### src/rtl/ssp_map.vh
`ifndef SSP_MAP_VH
`define SSP_MAP_VH

// ----------------------------------------------------------------------------
// Register byte offsets (one aligned 32-bit word each)
// ----------------------------------------------------------------------------
`define SSP_OFF_RELOAD 8'h00
`define SSP_OFF_BUFFER 8'h04
`define SSP_OFF_CTRL1 8'h08
`define SSP_OFF_CTRL2 8'h0C
`define SSP_OFF_CTRL3 8'h10
`define SSP_OFF_MASK 8'h14
`define SSP_OFF_STATUS 8'h18
`define SSP_OFF_COLL 8'h1C

// ----------------------------------------------------------------------------
// Reset values
// ----------------------------------------------------------------------------
`define SSP_RST_BYTE 8'h00
`define SSP_RST_MODE 4'h0

// ----------------------------------------------------------------------------
// Status register bit positions
// ----------------------------------------------------------------------------
`define SSP_ST_SMP 7
`define SSP_ST_CKE 6
`define SSP_ST_DA 5
`define SSP_ST_P 4
`define SSP_ST_S 3
`define SSP_ST_RW 2
`define SSP_ST_UA 1
`define SSP_ST_BF 0

// ----------------------------------------------------------------------------
// Control register one bit positions
// ----------------------------------------------------------------------------
`define SSP_C1_WCOL 7
`define SSP_C1_OV 6
`define SSP_C1_EN 5
`define SSP_C1_CKP 4

// ----------------------------------------------------------------------------
// Control register two bit positions (condition enables)
// ----------------------------------------------------------------------------
`define SSP_C2_ACK_SEQUENCE_REQUEST 4
`define SSP_C2_RECEIVE_REQUEST 3
`define SSP_C2_PEN 2
`define SSP_C2_RESTART_REQUEST 1
`define SSP_C2_SEN 0

// ----------------------------------------------------------------------------
// Mode select codes
// ----------------------------------------------------------------------------
`define SSP_MODE_I2C_MASTER 4'h8
`define SSP_MODE_SPI_BRG 4'hA
`define SSP_MODE_I2C_S7 4'h6
`define SSP_MODE_I2C_S10 4'h7
`define SSP_MODE_I2C_FW 4'hB
`define SSP_MODE_I2C_S7SP 4'hE
`define SSP_MODE_I2C_S10SP 4'hF
`define SSP_MODE_SPI_SLV_A 4'h4
`define SSP_MODE_SPI_SLV_B 4'h5

// ----------------------------------------------------------------------------
// Bus responses and counts
// ----------------------------------------------------------------------------
`define SSP_RESP_OKAY 2'h0
`define SSP_RESP_SLVERR 2'h2
`define SSP_BITS_PER_BYTE 4'h8
`define SSP_SPI_EDGES 5'h10

`endif

### src/rtl/ssp_core_note_unused.v
`timescale 1ns/1ps
// Intentionally empty.

### src/rtl/ssp_core.v
// The register addresses and the AXI4-Lite interface to the registers were decided locally.
`timescale 1ns/1ps
`include "ssp_map.vh"

module ssp_core
#(
  parameter ADDR_W = 8
)
(
  // Clock and reset
  input wire clk,
  input wire rst_b,
  // AXI4-Lite write address and data
  input wire [ADDR_W-1:0] s_axi_awaddr,
  input wire s_axi_awvalid,
  output wire s_axi_awready,
  input wire [31:0] s_axi_wdata,
  input wire [3:0] s_axi_wstrb,
  input wire s_axi_wvalid,
  output wire s_axi_wready,
  // AXI4-Lite write response
  output reg [1:0] s_axi_bresp,
  output reg s_axi_bvalid,
  input wire s_axi_bready,
  // AXI4-Lite read
  input wire [ADDR_W-1:0] s_axi_araddr,
  input wire s_axi_arvalid,
  output wire s_axi_arready,
  output reg [31:0] s_axi_rdata,
  output reg [1:0] s_axi_rresp,
  output reg s_axi_rvalid,
  input wire s_axi_rready,
  // Two-wire bus pins (open drain: output enable pulls low)
  input wire scl_i,
  output wire scl_o,
  output wire scl_oe,
  input wire sda_i,
  output wire sda_o,
  output wire sda_oe,
  // SPI master clock
  output wire spi_sck_o,
  // Slave address engine events
  input wire slv_addr_match,
  input wire slv_addr_rw,
  input wire slv_nack,
  input wire slv_rx_valid,
  input wire [7:0] slv_rx_data,
  input wire slv_rx_is_data,
  input wire slv_ua_set,
  // Other condition engines report completion (ack, rcv, -, rstart, start)
  input wire [4:0] ext_cond_done,
  // Pad and sampler configuration
  output wire slew_rate_ctrl_en,
  output wire smbus_inputs_en,
  output wire spi_sample_at_end,
  output wire spi_tx_on_active_to_idle,
  output wire port_idle
);

  // --------------------------------------------------------------------------
  // Sequencer states (one-hot)
  // --------------------------------------------------------------------------
  localparam [8:0] ST_IDLE = 9'h001; // No transfer running; clock stays held low after a byte
  localparam [8:0] ST_TX_LO = 9'h002; // Clock low, data bit set up
  localparam [8:0] ST_TX_HI = 9'h004; // Clock released, data bit valid
  localparam [8:0] ST_ACK_LO = 9'h008; // Clock low, data released for ack
  localparam [8:0] ST_ACK_HI = 9'h010; // Clock high, ninth (ack) pulse, ack not sampled
  localparam [8:0] ST_P_SDA = 9'h020; // Stop: data driven low
  localparam [8:0] ST_P_SCL = 9'h040; // Stop: clock released, awaiting high
  localparam [8:0] ST_P_CNT = 9'h080; // Stop: clock high, counting
  localparam [8:0] ST_P_REL = 9'h100; // Stop: data released, counting

  // --------------------------------------------------------------------------
  // Registers
  // --------------------------------------------------------------------------
  reg [8:0] state_q; // Sequencer state
  reg [7:0] reload_q; // Address / reload value
  reg [7:0] buf_q; // Shift buffer
  reg [7:0] ctrl1_q; // Collision, overflow, enable, polarity, mode
  reg [7:0] ctrl2_q; // Condition enables
  reg [7:0] ctrl3_q; // Misc control
  reg [7:0] mask_q; // Address mask
  reg smp_q; // Sample select
  reg cke_q; // Clock edge select
  reg da_q; // Last byte was data
  reg p_q; // Stop seen last
  reg s_q; // Start seen last
  reg rw_q; // Read/write or transmit in progress
  reg ua_q; // Address update needed
  reg bf_q; // Buffer full
  reg coll_q; // Collision flag
  reg scl_low_q; // Pull clock low
  reg sda_low_q; // Pull data low
  reg sck_q; // SPI clock level
  reg spi_run_q; // SPI transfer active
  reg [4:0] sck_edges_q; // SPI edges left
  reg [7:0] tx_sr_q; // Transmit shift register
  reg [3:0] bit_cnt_q; // Bits left in byte
  reg addr_next_q; // Next master byte is an address
  reg scl_prev_q; // Clock line one cycle ago
  reg sda_prev_q; // Data line one cycle ago
  // AXI holding registers
  reg aw_hold_q;
  reg [ADDR_W-1:0] aw_addr_q;
  reg w_hold_q;
  reg [31:0] w_data_q;
  reg [3:0] w_strb_q;

  // --------------------------------------------------------------------------
  // Combinational helpers
  // --------------------------------------------------------------------------
  wire [3:0] mode = ctrl1_q[3:0]; // Mode select field
  wire enabled = ctrl1_q[`SSP_C1_EN]; // Port enable
  wire i2c_mode = (mode == `SSP_MODE_I2C_MASTER) | (mode == `SSP_MODE_I2C_S7) | (mode == `SSP_MODE_I2C_S10) |
                  (mode == `SSP_MODE_I2C_FW) | (mode == `SSP_MODE_I2C_S7SP) | (mode == `SSP_MODE_I2C_S10SP);
  wire i2c_master = (mode == `SSP_MODE_I2C_MASTER);
  wire ten_bit = (mode == `SSP_MODE_I2C_S10) | (mode == `SSP_MODE_I2C_S10SP);
  wire spi_slave = (mode == `SSP_MODE_SPI_SLV_A) | (mode == `SSP_MODE_SPI_SLV_B);
  wire spi_master = !i2c_mode & !spi_slave;
  wire expire; // Rate counter rollover
  wire cnt_start; // Fresh rollover: clock phase or software start
  wire start_det = scl_i & scl_prev_q & sda_prev_q & !sda_i; // Data falls, clock high
  wire stop_det = scl_i & scl_prev_q & !sda_prev_q & sda_i; // Data rises, clock high
  wire wr_go = aw_hold_q & w_hold_q & !s_axi_bvalid; // Both halves of a write present
  wire rd_go = s_axi_arvalid & !s_axi_rvalid; // Read taken this cycle
  wire hi_phase = (state_q == ST_TX_HI) | (state_q == ST_ACK_HI); // Clock released phases
  wire cnt_load = (hi_phase | (state_q == ST_P_SCL)) & !scl_i; // Hold reload until clock is high
  wire cnt_run = (state_q != ST_IDLE) & (state_q != ST_P_SDA) & !cnt_load | spi_run_q;
  wire stop_now = i2c_master & enabled & ctrl2_q[`SSP_C2_PEN] & (state_q == ST_IDLE);

  // Idle is the NOR of transmit-in-progress with all condition enables
  // A disabled port is not idle, so releasing its lines is not an idle move
  assign port_idle = enabled & !(rw_q & i2c_master) & !(|ctrl2_q[4:0]) & (state_q == ST_IDLE);

  // Pin drivers: open drain, only ever pull low
  assign scl_o = 1'b0;
  assign sda_o = 1'b0;
  assign scl_oe = scl_low_q; // Holds its level whenever the port is idle
  assign sda_oe = sda_low_q;
  assign spi_sck_o = sck_q ^ ctrl1_q[`SSP_C1_CKP];

  // Pad and sampler configuration from the status bits
  assign slew_rate_ctrl_en = i2c_mode & !smp_q;
  assign smbus_inputs_en = i2c_mode & cke_q;
  assign spi_sample_at_end = spi_master & smp_q;
  assign spi_tx_on_active_to_idle = !i2c_mode & cke_q;

  // AXI ready signals
  assign s_axi_awready = !aw_hold_q;
  assign s_axi_wready = !w_hold_q;
  assign s_axi_arready = !s_axi_rvalid;

  // --------------------------------------------------------------------------
  // Rate counter
  // --------------------------------------------------------------------------
  // Reloads on each rollover: once in the low and once in the high phase
  ssp_rate_counter #(
    .W(8)
  ) u_rate (
    .clk(clk),
    .rst_b(rst_b),
    .load(cnt_start),
    .run(cnt_run),
    .reload_value(reload_q),
    .expire(expire)
  );

  // --------------------------------------------------------------------------
  // Register read decode
  // --------------------------------------------------------------------------
  reg [7:0] rd_byte_c; // Selected register
  reg rd_ok_c; // Address is mapped
  always @*
  begin
    rd_byte_c = 8'h00;
    rd_ok_c = 1'b1;
    if (s_axi_araddr == `SSP_OFF_RELOAD)
      rd_byte_c = reload_q;
    else if (s_axi_araddr == `SSP_OFF_BUFFER)
      rd_byte_c = buf_q;
    else if (s_axi_araddr == `SSP_OFF_CTRL1)
      rd_byte_c = ctrl1_q;
    else if (s_axi_araddr == `SSP_OFF_CTRL2)
      rd_byte_c = ctrl2_q;
    else if (s_axi_araddr == `SSP_OFF_CTRL3)
      rd_byte_c = ctrl3_q;
    else if (s_axi_araddr == `SSP_OFF_MASK)
      rd_byte_c = mask_q;
    else if (s_axi_araddr == `SSP_OFF_STATUS)
      rd_byte_c = {smp_q, cke_q, da_q, p_q, s_q, rw_q, ua_q, bf_q};
    else if (s_axi_araddr == `SSP_OFF_COLL)
      rd_byte_c = {7'h00, coll_q};
    else
      rd_ok_c = 1'b0;
  end

  // --------------------------------------------------------------------------
  // Register write decode
  // --------------------------------------------------------------------------
  reg wr_ok_c; // Held write address is mapped
  always @*
  begin
    wr_ok_c = 1'b1;
    if ((aw_addr_q[1:0] != 2'h0) || (aw_addr_q > `SSP_OFF_COLL))
      wr_ok_c = 1'b0;
  end
  wire wr_en = wr_go & wr_ok_c & w_strb_q[0]; // Low byte lane carries the data
  wire wr_buf = wr_en & (aw_addr_q == `SSP_OFF_BUFFER);
  wire buf_refused = wr_buf & i2c_master & !port_idle; // Write collision, no store
  wire tx_begin = wr_buf & i2c_master & enabled & !buf_refused;
  wire spi_begin = wr_buf & (mode == `SSP_MODE_SPI_BRG) & enabled & !spi_run_q;
  // Buffer write starts a full first phase, not a stale leftover count
  assign cnt_start = cnt_load | tx_begin | spi_begin;

  // --------------------------------------------------------------------------
  // AXI channel handshakes
  // --------------------------------------------------------------------------
  always @(posedge clk or negedge rst_b)
  begin
    if (!rst_b)
    begin
      aw_hold_q <= 1'b0;
      aw_addr_q <= {ADDR_W{1'b0}};
      w_hold_q <= 1'b0;
      w_data_q <= 32'h0000_0000;
      w_strb_q <= 4'h0;
      s_axi_bvalid <= 1'b0;
      s_axi_bresp <= `SSP_RESP_OKAY;
      s_axi_rvalid <= 1'b0;
      s_axi_rresp <= `SSP_RESP_OKAY;
      s_axi_rdata <= 32'h0000_0000;
    end
    else
    begin
      // Address and data are taken in either order
      if (s_axi_awvalid && !aw_hold_q)
      begin
        aw_hold_q <= 1'b1;
        aw_addr_q <= s_axi_awaddr;
      end
      if (s_axi_wvalid && !w_hold_q)
      begin
        w_hold_q <= 1'b1;
        w_data_q <= s_axi_wdata;
        w_strb_q <= s_axi_wstrb;
      end
      // Response once both are in
      if (wr_go)
      begin
        aw_hold_q <= 1'b0;
        w_hold_q <= 1'b0;
        s_axi_bvalid <= 1'b1;
        s_axi_bresp <= wr_ok_c ? `SSP_RESP_OKAY : `SSP_RESP_SLVERR;
      end
      else if (s_axi_bready)
        s_axi_bvalid <= 1'b0;
      // Read answered the cycle after it is taken
      if (rd_go)
      begin
        s_axi_rvalid <= 1'b1;
        s_axi_rdata <= {24'h00_0000, rd_byte_c};
        s_axi_rresp <= rd_ok_c ? `SSP_RESP_OKAY : `SSP_RESP_SLVERR;
      end
      else if (s_axi_rready)
        s_axi_rvalid <= 1'b0;
    end
  end

  // --------------------------------------------------------------------------
  // Register file, status bits and bus sequencer
  // --------------------------------------------------------------------------
  always @(posedge clk or negedge rst_b)
  begin
    if (!rst_b)
    begin
      state_q <= ST_IDLE;
      reload_q <= `SSP_RST_BYTE;
      buf_q <= `SSP_RST_BYTE;
      ctrl1_q <= {4'h0, `SSP_RST_MODE};
      ctrl2_q <= `SSP_RST_BYTE;
      ctrl3_q <= `SSP_RST_BYTE;
      mask_q <= `SSP_RST_BYTE;
      {smp_q, cke_q, da_q, p_q, s_q, rw_q, ua_q, bf_q} <= `SSP_RST_BYTE;
      coll_q <= 1'b0;
      scl_low_q <= 1'b0;
      sda_low_q <= 1'b0;
      sck_q <= 1'b0;
      spi_run_q <= 1'b0;
      sck_edges_q <= 5'h00;
      tx_sr_q <= 8'h00;
      bit_cnt_q <= 4'h0;
      addr_next_q <= 1'b0;
      scl_prev_q <= 1'b1;
      sda_prev_q <= 1'b1;
    end
    else
    begin
      scl_prev_q <= scl_i;
      sda_prev_q <= sda_i;
      // Software writes
      if (wr_en)
      begin
        if (aw_addr_q == `SSP_OFF_RELOAD)
        begin
          reload_q <= w_data_q[7:0];
          ua_q <= 1'b0;
        end
        else if (aw_addr_q == `SSP_OFF_BUFFER)
        begin
          if (buf_refused)
            ctrl1_q[`SSP_C1_WCOL] <= 1'b1;
          else
          begin
            buf_q <= w_data_q[7:0];
            bf_q <= i2c_mode; // Full while the byte goes out
          end
        end
        else if (aw_addr_q == `SSP_OFF_CTRL1)
          ctrl1_q <= w_data_q[7:0];
        else if (aw_addr_q == `SSP_OFF_CTRL2)
        begin
          ctrl2_q[7:5] <= w_data_q[7:5];
          if (port_idle)
            ctrl2_q[4:0] <= w_data_q[4:0]; // No spooling of conditions
        end
        else if (aw_addr_q == `SSP_OFF_CTRL3)
          ctrl3_q <= w_data_q[7:0];
        else if (aw_addr_q == `SSP_OFF_MASK)
          mask_q <= w_data_q[7:0];
        else if (aw_addr_q == `SSP_OFF_STATUS)
        begin
          smp_q <= w_data_q[`SSP_ST_SMP];
          cke_q <= w_data_q[`SSP_ST_CKE];
        end
        else if (aw_addr_q == `SSP_OFF_COLL)
        begin
          if (w_data_q[0])
            coll_q <= 1'b0; // Write one to clear
        end
      end
      // Reading the buffer empties it outside a master transmit
      if (rd_go && (s_axi_araddr == `SSP_OFF_BUFFER) && !(i2c_master && rw_q))
        bf_q <= 1'b0;
      // External condition engines report completion
      ctrl2_q[4:0] <= ctrl2_q[4:0] & ~ext_cond_done & ~{2'b00, wr_en & port_idle &
                      (aw_addr_q == `SSP_OFF_CTRL2), 2'b00};
      if (wr_en && port_idle && (aw_addr_q == `SSP_OFF_CTRL2))
        ctrl2_q[4:0] <= w_data_q[4:0];
      // Bus monitor: most recent of start or stop
      if (start_det)
      begin
        s_q <= 1'b1;
        p_q <= 1'b0;
        addr_next_q <= 1'b1;
        if (!i2c_master)
          rw_q <= 1'b0; // Slave direction expires at start
      end
      else if (stop_det)
      begin
        p_q <= 1'b1;
        s_q <= 1'b0;
        if (!i2c_master)
          rw_q <= 1'b0;
      end
      // Slave engine events
      if (!i2c_master && i2c_mode)
      begin
        if (slv_addr_match)
          rw_q <= slv_addr_rw;
        else if (slv_nack)
          rw_q <= 1'b0;
        if (ten_bit && slv_ua_set)
          ua_q <= 1'b1;
      end
      if (slv_rx_valid)
      begin
        buf_q <= slv_rx_data;
        bf_q <= 1'b1;
        da_q <= slv_rx_is_data;
      end
      // SPI master clock from the rate counter
      if (spi_begin)
      begin
        spi_run_q <= 1'b1;
        sck_edges_q <= `SSP_SPI_EDGES;
      end
      else if (spi_run_q && expire)
      begin
        sck_q <= ~sck_q;
        sck_edges_q <= sck_edges_q - 5'h01;
        if (sck_edges_q == 5'h01)
        begin
          spi_run_q <= 1'b0;
          bf_q <= 1'b1; // Reception complete
        end
      end
      // Two-wire sequencer
      case (state_q)
        ST_IDLE:
        begin
          if (tx_begin)
          begin
            state_q <= ST_TX_LO;
            tx_sr_q <= w_data_q[7:0];
            bit_cnt_q <= `SSP_BITS_PER_BYTE;
            rw_q <= 1'b1;
            scl_low_q <= 1'b1;
            sda_low_q <= !w_data_q[7];
          end
          else if (stop_now)
          begin
            state_q <= ST_P_SDA;
            sda_low_q <= 1'b1;
          end
        end
        ST_TX_LO, ST_ACK_LO:
        begin
          if (expire)
          begin
            scl_low_q <= 1'b0;
            state_q <= (state_q == ST_TX_LO) ? ST_TX_HI : ST_ACK_HI;
          end
        end
        ST_TX_HI:
        begin
          if (scl_i && !sda_i && !sda_low_q)
          begin
            coll_q <= 1'b1; // Lost arbitration on a one
            state_q <= ST_IDLE;
            scl_low_q <= 1'b0;
            sda_low_q <= 1'b0;
            bf_q <= 1'b0;
            rw_q <= 1'b0;
          end
          else if (expire)
          begin
            scl_low_q <= 1'b1;
            tx_sr_q <= {tx_sr_q[6:0], 1'b0};
            bit_cnt_q <= bit_cnt_q - 4'h1;
            if (bit_cnt_q == 4'h1)
            begin
              sda_low_q <= 1'b0; // Release data for the ack
              bf_q <= 1'b0;
              da_q <= !addr_next_q;
              addr_next_q <= 1'b0;
              state_q <= ST_ACK_LO;
            end
            else
            begin
              sda_low_q <= !tx_sr_q[6];
              state_q <= ST_TX_LO;
            end
          end
        end
        ST_ACK_HI:
        begin
          if (expire)
          begin
            scl_low_q <= 1'b1; // Clock held low after the ninth pulse
            rw_q <= 1'b0;
            state_q <= ST_IDLE; // Counter stops here
          end
        end
        ST_P_SDA:
        begin
          if (!sda_i)
          begin
            scl_low_q <= 1'b0;
            state_q <= ST_P_SCL;
          end
        end
        ST_P_SCL:
        begin
          if (scl_i)
            state_q <= ST_P_CNT; // Counter loaded while waiting
        end
        ST_P_CNT:
        begin
          if (!scl_i)
          begin
            coll_q <= 1'b1;
            ctrl2_q[`SSP_C2_PEN] <= 1'b0;
            sda_low_q <= 1'b0;
            state_q <= ST_IDLE;
          end
          else if (expire)
          begin
            sda_low_q <= 1'b0;
            state_q <= ST_P_REL;
          end
        end
        ST_P_REL:
        begin
          if ((!scl_i && !sda_i) || (expire && !sda_i))
          begin
            coll_q <= 1'b1;
            ctrl2_q[`SSP_C2_PEN] <= 1'b0;
            state_q <= ST_IDLE;
          end
          else if (expire)
          begin
            p_q <= 1'b1;
            s_q <= 1'b0;
            ctrl2_q[`SSP_C2_PEN] <= 1'b0;
            state_q <= ST_IDLE;
          end
        end
        default:
          state_q <= ST_IDLE;
      endcase
      // Disabled port: monitor bits cleared, lines released
      if (!enabled)
      begin
        p_q <= 1'b0;
        s_q <= 1'b0;
        state_q <= ST_IDLE;
        scl_low_q <= 1'b0;
        sda_low_q <= 1'b0;
        spi_run_q <= 1'b0;
      end
    end
  end

endmodule

### src/rtl/ssp_rate_counter.v
`timescale 1ns/1ps

// ----------------------------------------------------------------------------
// Rate counter: steps down once every two clocks, reloads at zero
// ----------------------------------------------------------------------------
module ssp_rate_counter
#(
  parameter W = 8
)
(
  // Clock and reset
  input wire clk,
  input wire rst_b,
  // Control
  input wire load,
  input wire run,
  input wire [W-1:0] reload_value,
  // Rollover pulse
  output wire expire
);

  reg [W-1:0] cnt_q; // Current count
  reg tick_q; // Half-rate step enable

  // One rollover spans reload_value+1 steps of two clocks each
  assign expire = run & tick_q & (cnt_q == {W{1'b0}});

  // Count down while running, reload on load or rollover
  always @(posedge clk or negedge rst_b)
  begin
    if (!rst_b)
    begin
      cnt_q <= {W{1'b0}};
      tick_q <= 1'b0;
    end
    else if (load)
    begin
      // Start a fresh rollover
      cnt_q <= reload_value;
      tick_q <= 1'b0;
    end
    else if (run)
    begin
      tick_q <= ~tick_q;
      if (expire)
        cnt_q <= reload_value;
      else if (tick_q)
        cnt_q <= cnt_q - {{(W-1){1'b0}}, 1'b1};
    end
    // Stopped: count frozen, nothing moves
  end

endmodule

### config.mk
export PLATFORM = sky130hd
export DESIGN_NAME = ssp_core
export DESIGN_NICKNAME = d
export VERILOG_FILES = /design/src/rtl/ssp_core_note_unused.v /design/src/rtl/ssp_core.v /design/src/rtl/ssp_rate_counter.v
export VERILOG_INCLUDE_DIRS = /design/src /design/src/rtl
export SDC_FILE = /design/constraint.sdc
export NUM_CORES = 1
export LEC_CHECK = 0
export BUFFER_PORTS_ARGS = -buffer_cell sky130_fd_sc_hd__buf_4
export CORE_MARGIN = 3
export CORE_UTILIZATION = 40
export CTS_CLUSTER_SIZE = 28
export DETAILED_ROUTE_END_ITERATION = 10
export GPL_TIMING_DRIVEN = 0
export PLACE_DENSITY = 0.69
export REMOVE_ABC_BUFFERS = 1
export SYNTH_ARGS = -nofsm -noshare
export SYNTH_HDL_FRONTEND = slang
export SYNTH_SLANG_ARGS = --single-unit
export TNS_END_PERCENT = 100
### constraint.sdc
create_clock -name clk -period 3.2 [get_ports clk]
set_clock_uncertainty 0.05 [all_clocks]
set_input_delay 0.64 -clock clk [delete_from_list [all_inputs] [get_ports clk]]
set_output_delay 0.64 -clock clk [all_outputs]
set_load 0.05 [all_outputs]
==> flow_metrics.py <==
metrics = {
    "routing": {
        "wl_um": 18630,
        "postRouteAntennaNets": 0,
        "drc_errors": 0,
        "drtIter0Drc": 437,
        "vias_per_cell": 5.695,
        "drtPass1Iterations": 5,
        "wire_per_inst_um": 18.68,
        "vias": 5678,
    },
    "clock_network": {
        "postCtsSetupRepairBufs": 0,
        "numClockSinks": 129,
        "clk_pin_slew_ns": 0.06,
        "cts_buffers": 17,
        "clock-root-buffer": "clkbuf_16",
        "cts_tree": "built",
        "clockBufferDepth": 2,
        "cts.htree.levels": 4,
        "insertion_delay_ns": 0.42,
    },
    "logic_synthesis": {
        "yosysWarnings": 0,
        "synth_cells": 704,
        "synth_flop_cell": "dfrtp_1",
        "yosys.area.top_type": "dfrtp_1",
        "yosys.cell_types.count": 76,
        "synth_seq_cells": 129,
        "yosys-top-cells-area": "dfrtp_1 (45%), mux2_2 (8.6%), buf_4 (3.0%), mux2i_1 (3.0%), nand2_1 (2.7%)",
        "netlist_area_um2": 7054,
        "synthArstFlopShare": 1.000,
        "ys_seq_area_frac": 0.4581,
        "synth_edf_count": 0,
        "syn-mean-instance-area_um2": 10.02,
        "synth_top_area_share": 0.4470,
    },
    "timing": {
        "slew_violations": 0,
        "tightestPinTransition_ns": 0.9353,
        "rsz0062_at_grt": "no",
        "period_needed_ns": 3.138,
        "min_period_over_period": 0.9805,
        "setup_viol": 0,
        "setup_ws_ns": 0.06238,
        "setup_tns_ns": 0,
        "max_freq_mhz": 318.7,
        "slew_headroom": 0.3717,
        "hold_viol": 0,
    },
    "critical_path": {
        "criticalPathCategory": "reg -> out",
        "reg2reg_depth": 6,
        "path_cells": "or4_4 -> or4b_4 -> nor2_4 -> buf_6",
        "critPathCaptureType": "primary output",
        "slowest_delay_ns": 0.59,
        "slowest_stage": "or4b_4",
        "path_max_fanout": 13,
        "required_ns": 2.51,
        "start_kind": "flip-flop",
        "crit_arrival_ns": 2.45,
    },
    "finish": {
        "drive_gt1_frac": 0.2587,
        "area_growth_pct": 17.58,
        "fin_area_um2": 8294,
        "n_antenna_cell": 0,
        "finalNetCount": 849,
        "fillCellCount": 1569,
    },
    "global_route": {
        "gr-total-overflow": 0,
        "grt_max_degree": 73,
        "track_usage": 0.1946,
        "grt_pass1_vias": 5527,
        "grt_pass1_wl_um": 29970,
        "grt_antenna_before_repair": 0,
    },
    "die": {
        "core_um2": 16940,
        "rows": 47,
        "dieArea_um2": 19270,
        "start_util": 0.4165,
        "die_x_um": 138.8,
        "io_pins": 131,
        "fp.dieH_um": 138.8,
    },
    "placed_design": {
        "gp_congestion": 0.8575,
        "dpl_cell_area_um2": 7667,
        "dpl_worst_slack_ns": -0.03946,
        "hpwl_um": 13510,
        "io_buffers": 75,
    },
    "pwr": {
        "leakagePower_nw": 3.671,
        "power_density_nw_per_um2": 605.0,
        "ir_drop_mv": 0.5469,
    },
    "outcome": {
        "outcome": "completed",
    },
    "run": {
        "cap_violations": 0,
    },
    "worst_hold_path": {
        "worst_hold_path_type": "in -> async",
    },
}
-- final timing paths --
kind                         startpoint         endpoint  slack [ns]
hold / removal                    rst_b            sck_q        0.13
hold reg to reg             addr_next_q             da_q        0.39
min in group clk           s_axi_bready     s_axi_bvalid        0.34
setup / recovery             state_q[3]        port_idle        0.06
setup reg to reg             state_q[3]  u_rate.cnt_q[3]        0.15
max in group asynchronous         rst_b       scl_prev_q        2.22
-- layout by cell type (no fill, tap or decap), types with 8 or more instances in the layout --
master and instances:
dfrtp_1 123, buf_4 74, mux2i_1 21, o22ai_1 8, nand4_1 10, clkbuf_16 17
a22o_1 14, nor3b_1 8, nor3_1 25, nor2b_1 8, inv_1 25, o21ai_0 38
nand3_1 21, nor2_1 48, mux2_2 54, conb_1 28, nand2_1 51, a21oi_1 30
-- stage by stage --
stage,cells,total power [W],util,hold WS [ns]
after floorplan,668,0.002707,-,0.2944
after global placement,963,0.003086,0.4501,0.3778
after detailed placement,965,0.003111,0.4527,0.3847
after CTS,997,0.005037,0.4889,0.1481
after global routing,997,0.005234,0.4897,0.1616
final,997,0.005018,0.4897,0.1291
-- metal layers --
| layer | routed length (um) | track usage | vias to the layer above |
|---|---|---|---|
| met5 | 0 | 0 | - |
| met4 | 297 | 0.05201 | 0 |
| met3 | 1301 | 0.05103 | 30 |
| met2 | 8464 | 0.2917 | 214 |
| met1 | 8565 | 0.2807 | 2794 |
| li1 | - | - | 2640 |
-- flip-flops by register name, indices dropped and copies added, names as in the netlist, 4 cells and up --
register	cells
aw_addr_q	8
bit_cnt_q	4
buf_q	8
ctrl1_q	8
ctrl2_q	8
ctrl3_q	8
mask_q	8
reload_q	8
s_axi_rdata	8
sck_edges_q	5
state_q	9
tx_sr_q	7
u_rate.cnt_q	8
w_data_q	8
-- power breakdown --
part           switching [W]  internal, W
clock network       0.000775      0.00115
registers           0.000354      0.00186
logic               0.000512     0.000372
total                0.00164      0.00338
-- critical path, delay by kind of cell, from the launching register on --
family | cells | cell delay [ns]
buffers and inverters | 1 | 0.17
DFF | 1 | 0.51
and+or+nand+nor | 3 | 1.34
-- layout make-up --
| class | count | area, um^2 | area share |
|---|---|---|---|
| clock inverters | 12 | 121.4 | 0.01463 |
| inverters | 25 | 93.84 | 0.01131 |
| flip-flops and latches | 129 | 3236 | 0.3901 |
| repair buffers | 77 | 605.6 | 0.07301 |
| well taps | 220 | 275.3 | 0.03319 |
| multi-input cells | 514 | 3496 | 0.4215 |
| clock buffers | 20 | 466.7 | 0.05627 |
-- synthesized netlist by cell type, types with 7 or more instances --
library cell,instances
dfrtp_1,126
mux2_2,54
nand2_1,51
nor2_1,49
o21ai_0,38
a21oi_1,30
buf_4,28
inv_1,25
nor3_1,25
clkbuf_1,23
mux2i_1,21
nand3_1,21
a22o_1,14
nand4_1,10
nor2b_1,8
nor3b_1,8
o22ai_1,8
a211oi_1,7
and3_1,7
nor4_1,7
o41ai_1,7
or4_1,7
xor2_1,7
-- cells by family (layout without fill, tap and decap cells) --
kind of cell	Yosys count	in the layout	synth area share
xor gates and xnor gates	13	13	0.01614
and+or+nand+nor	247	247	0.1955
muxes	75	75	0.1160
AOI/OAI and AO/OA	146	146	0.1389
other	1	28	0.0005316
DFF	129	129	0.4581
adders and majority gates	5	5	0.008868
buffers and inverters	88	134	0.06598
-- what timing repair did --
| action | CTS | global route |
|---|---|---|
| gates resized for setup | 7 | 2 |
| hold buffers | 0 | 0 |
| setup endpoints to repair | 9 | 7 |
No activity file was read; power rests on OpenSTA's default activity.
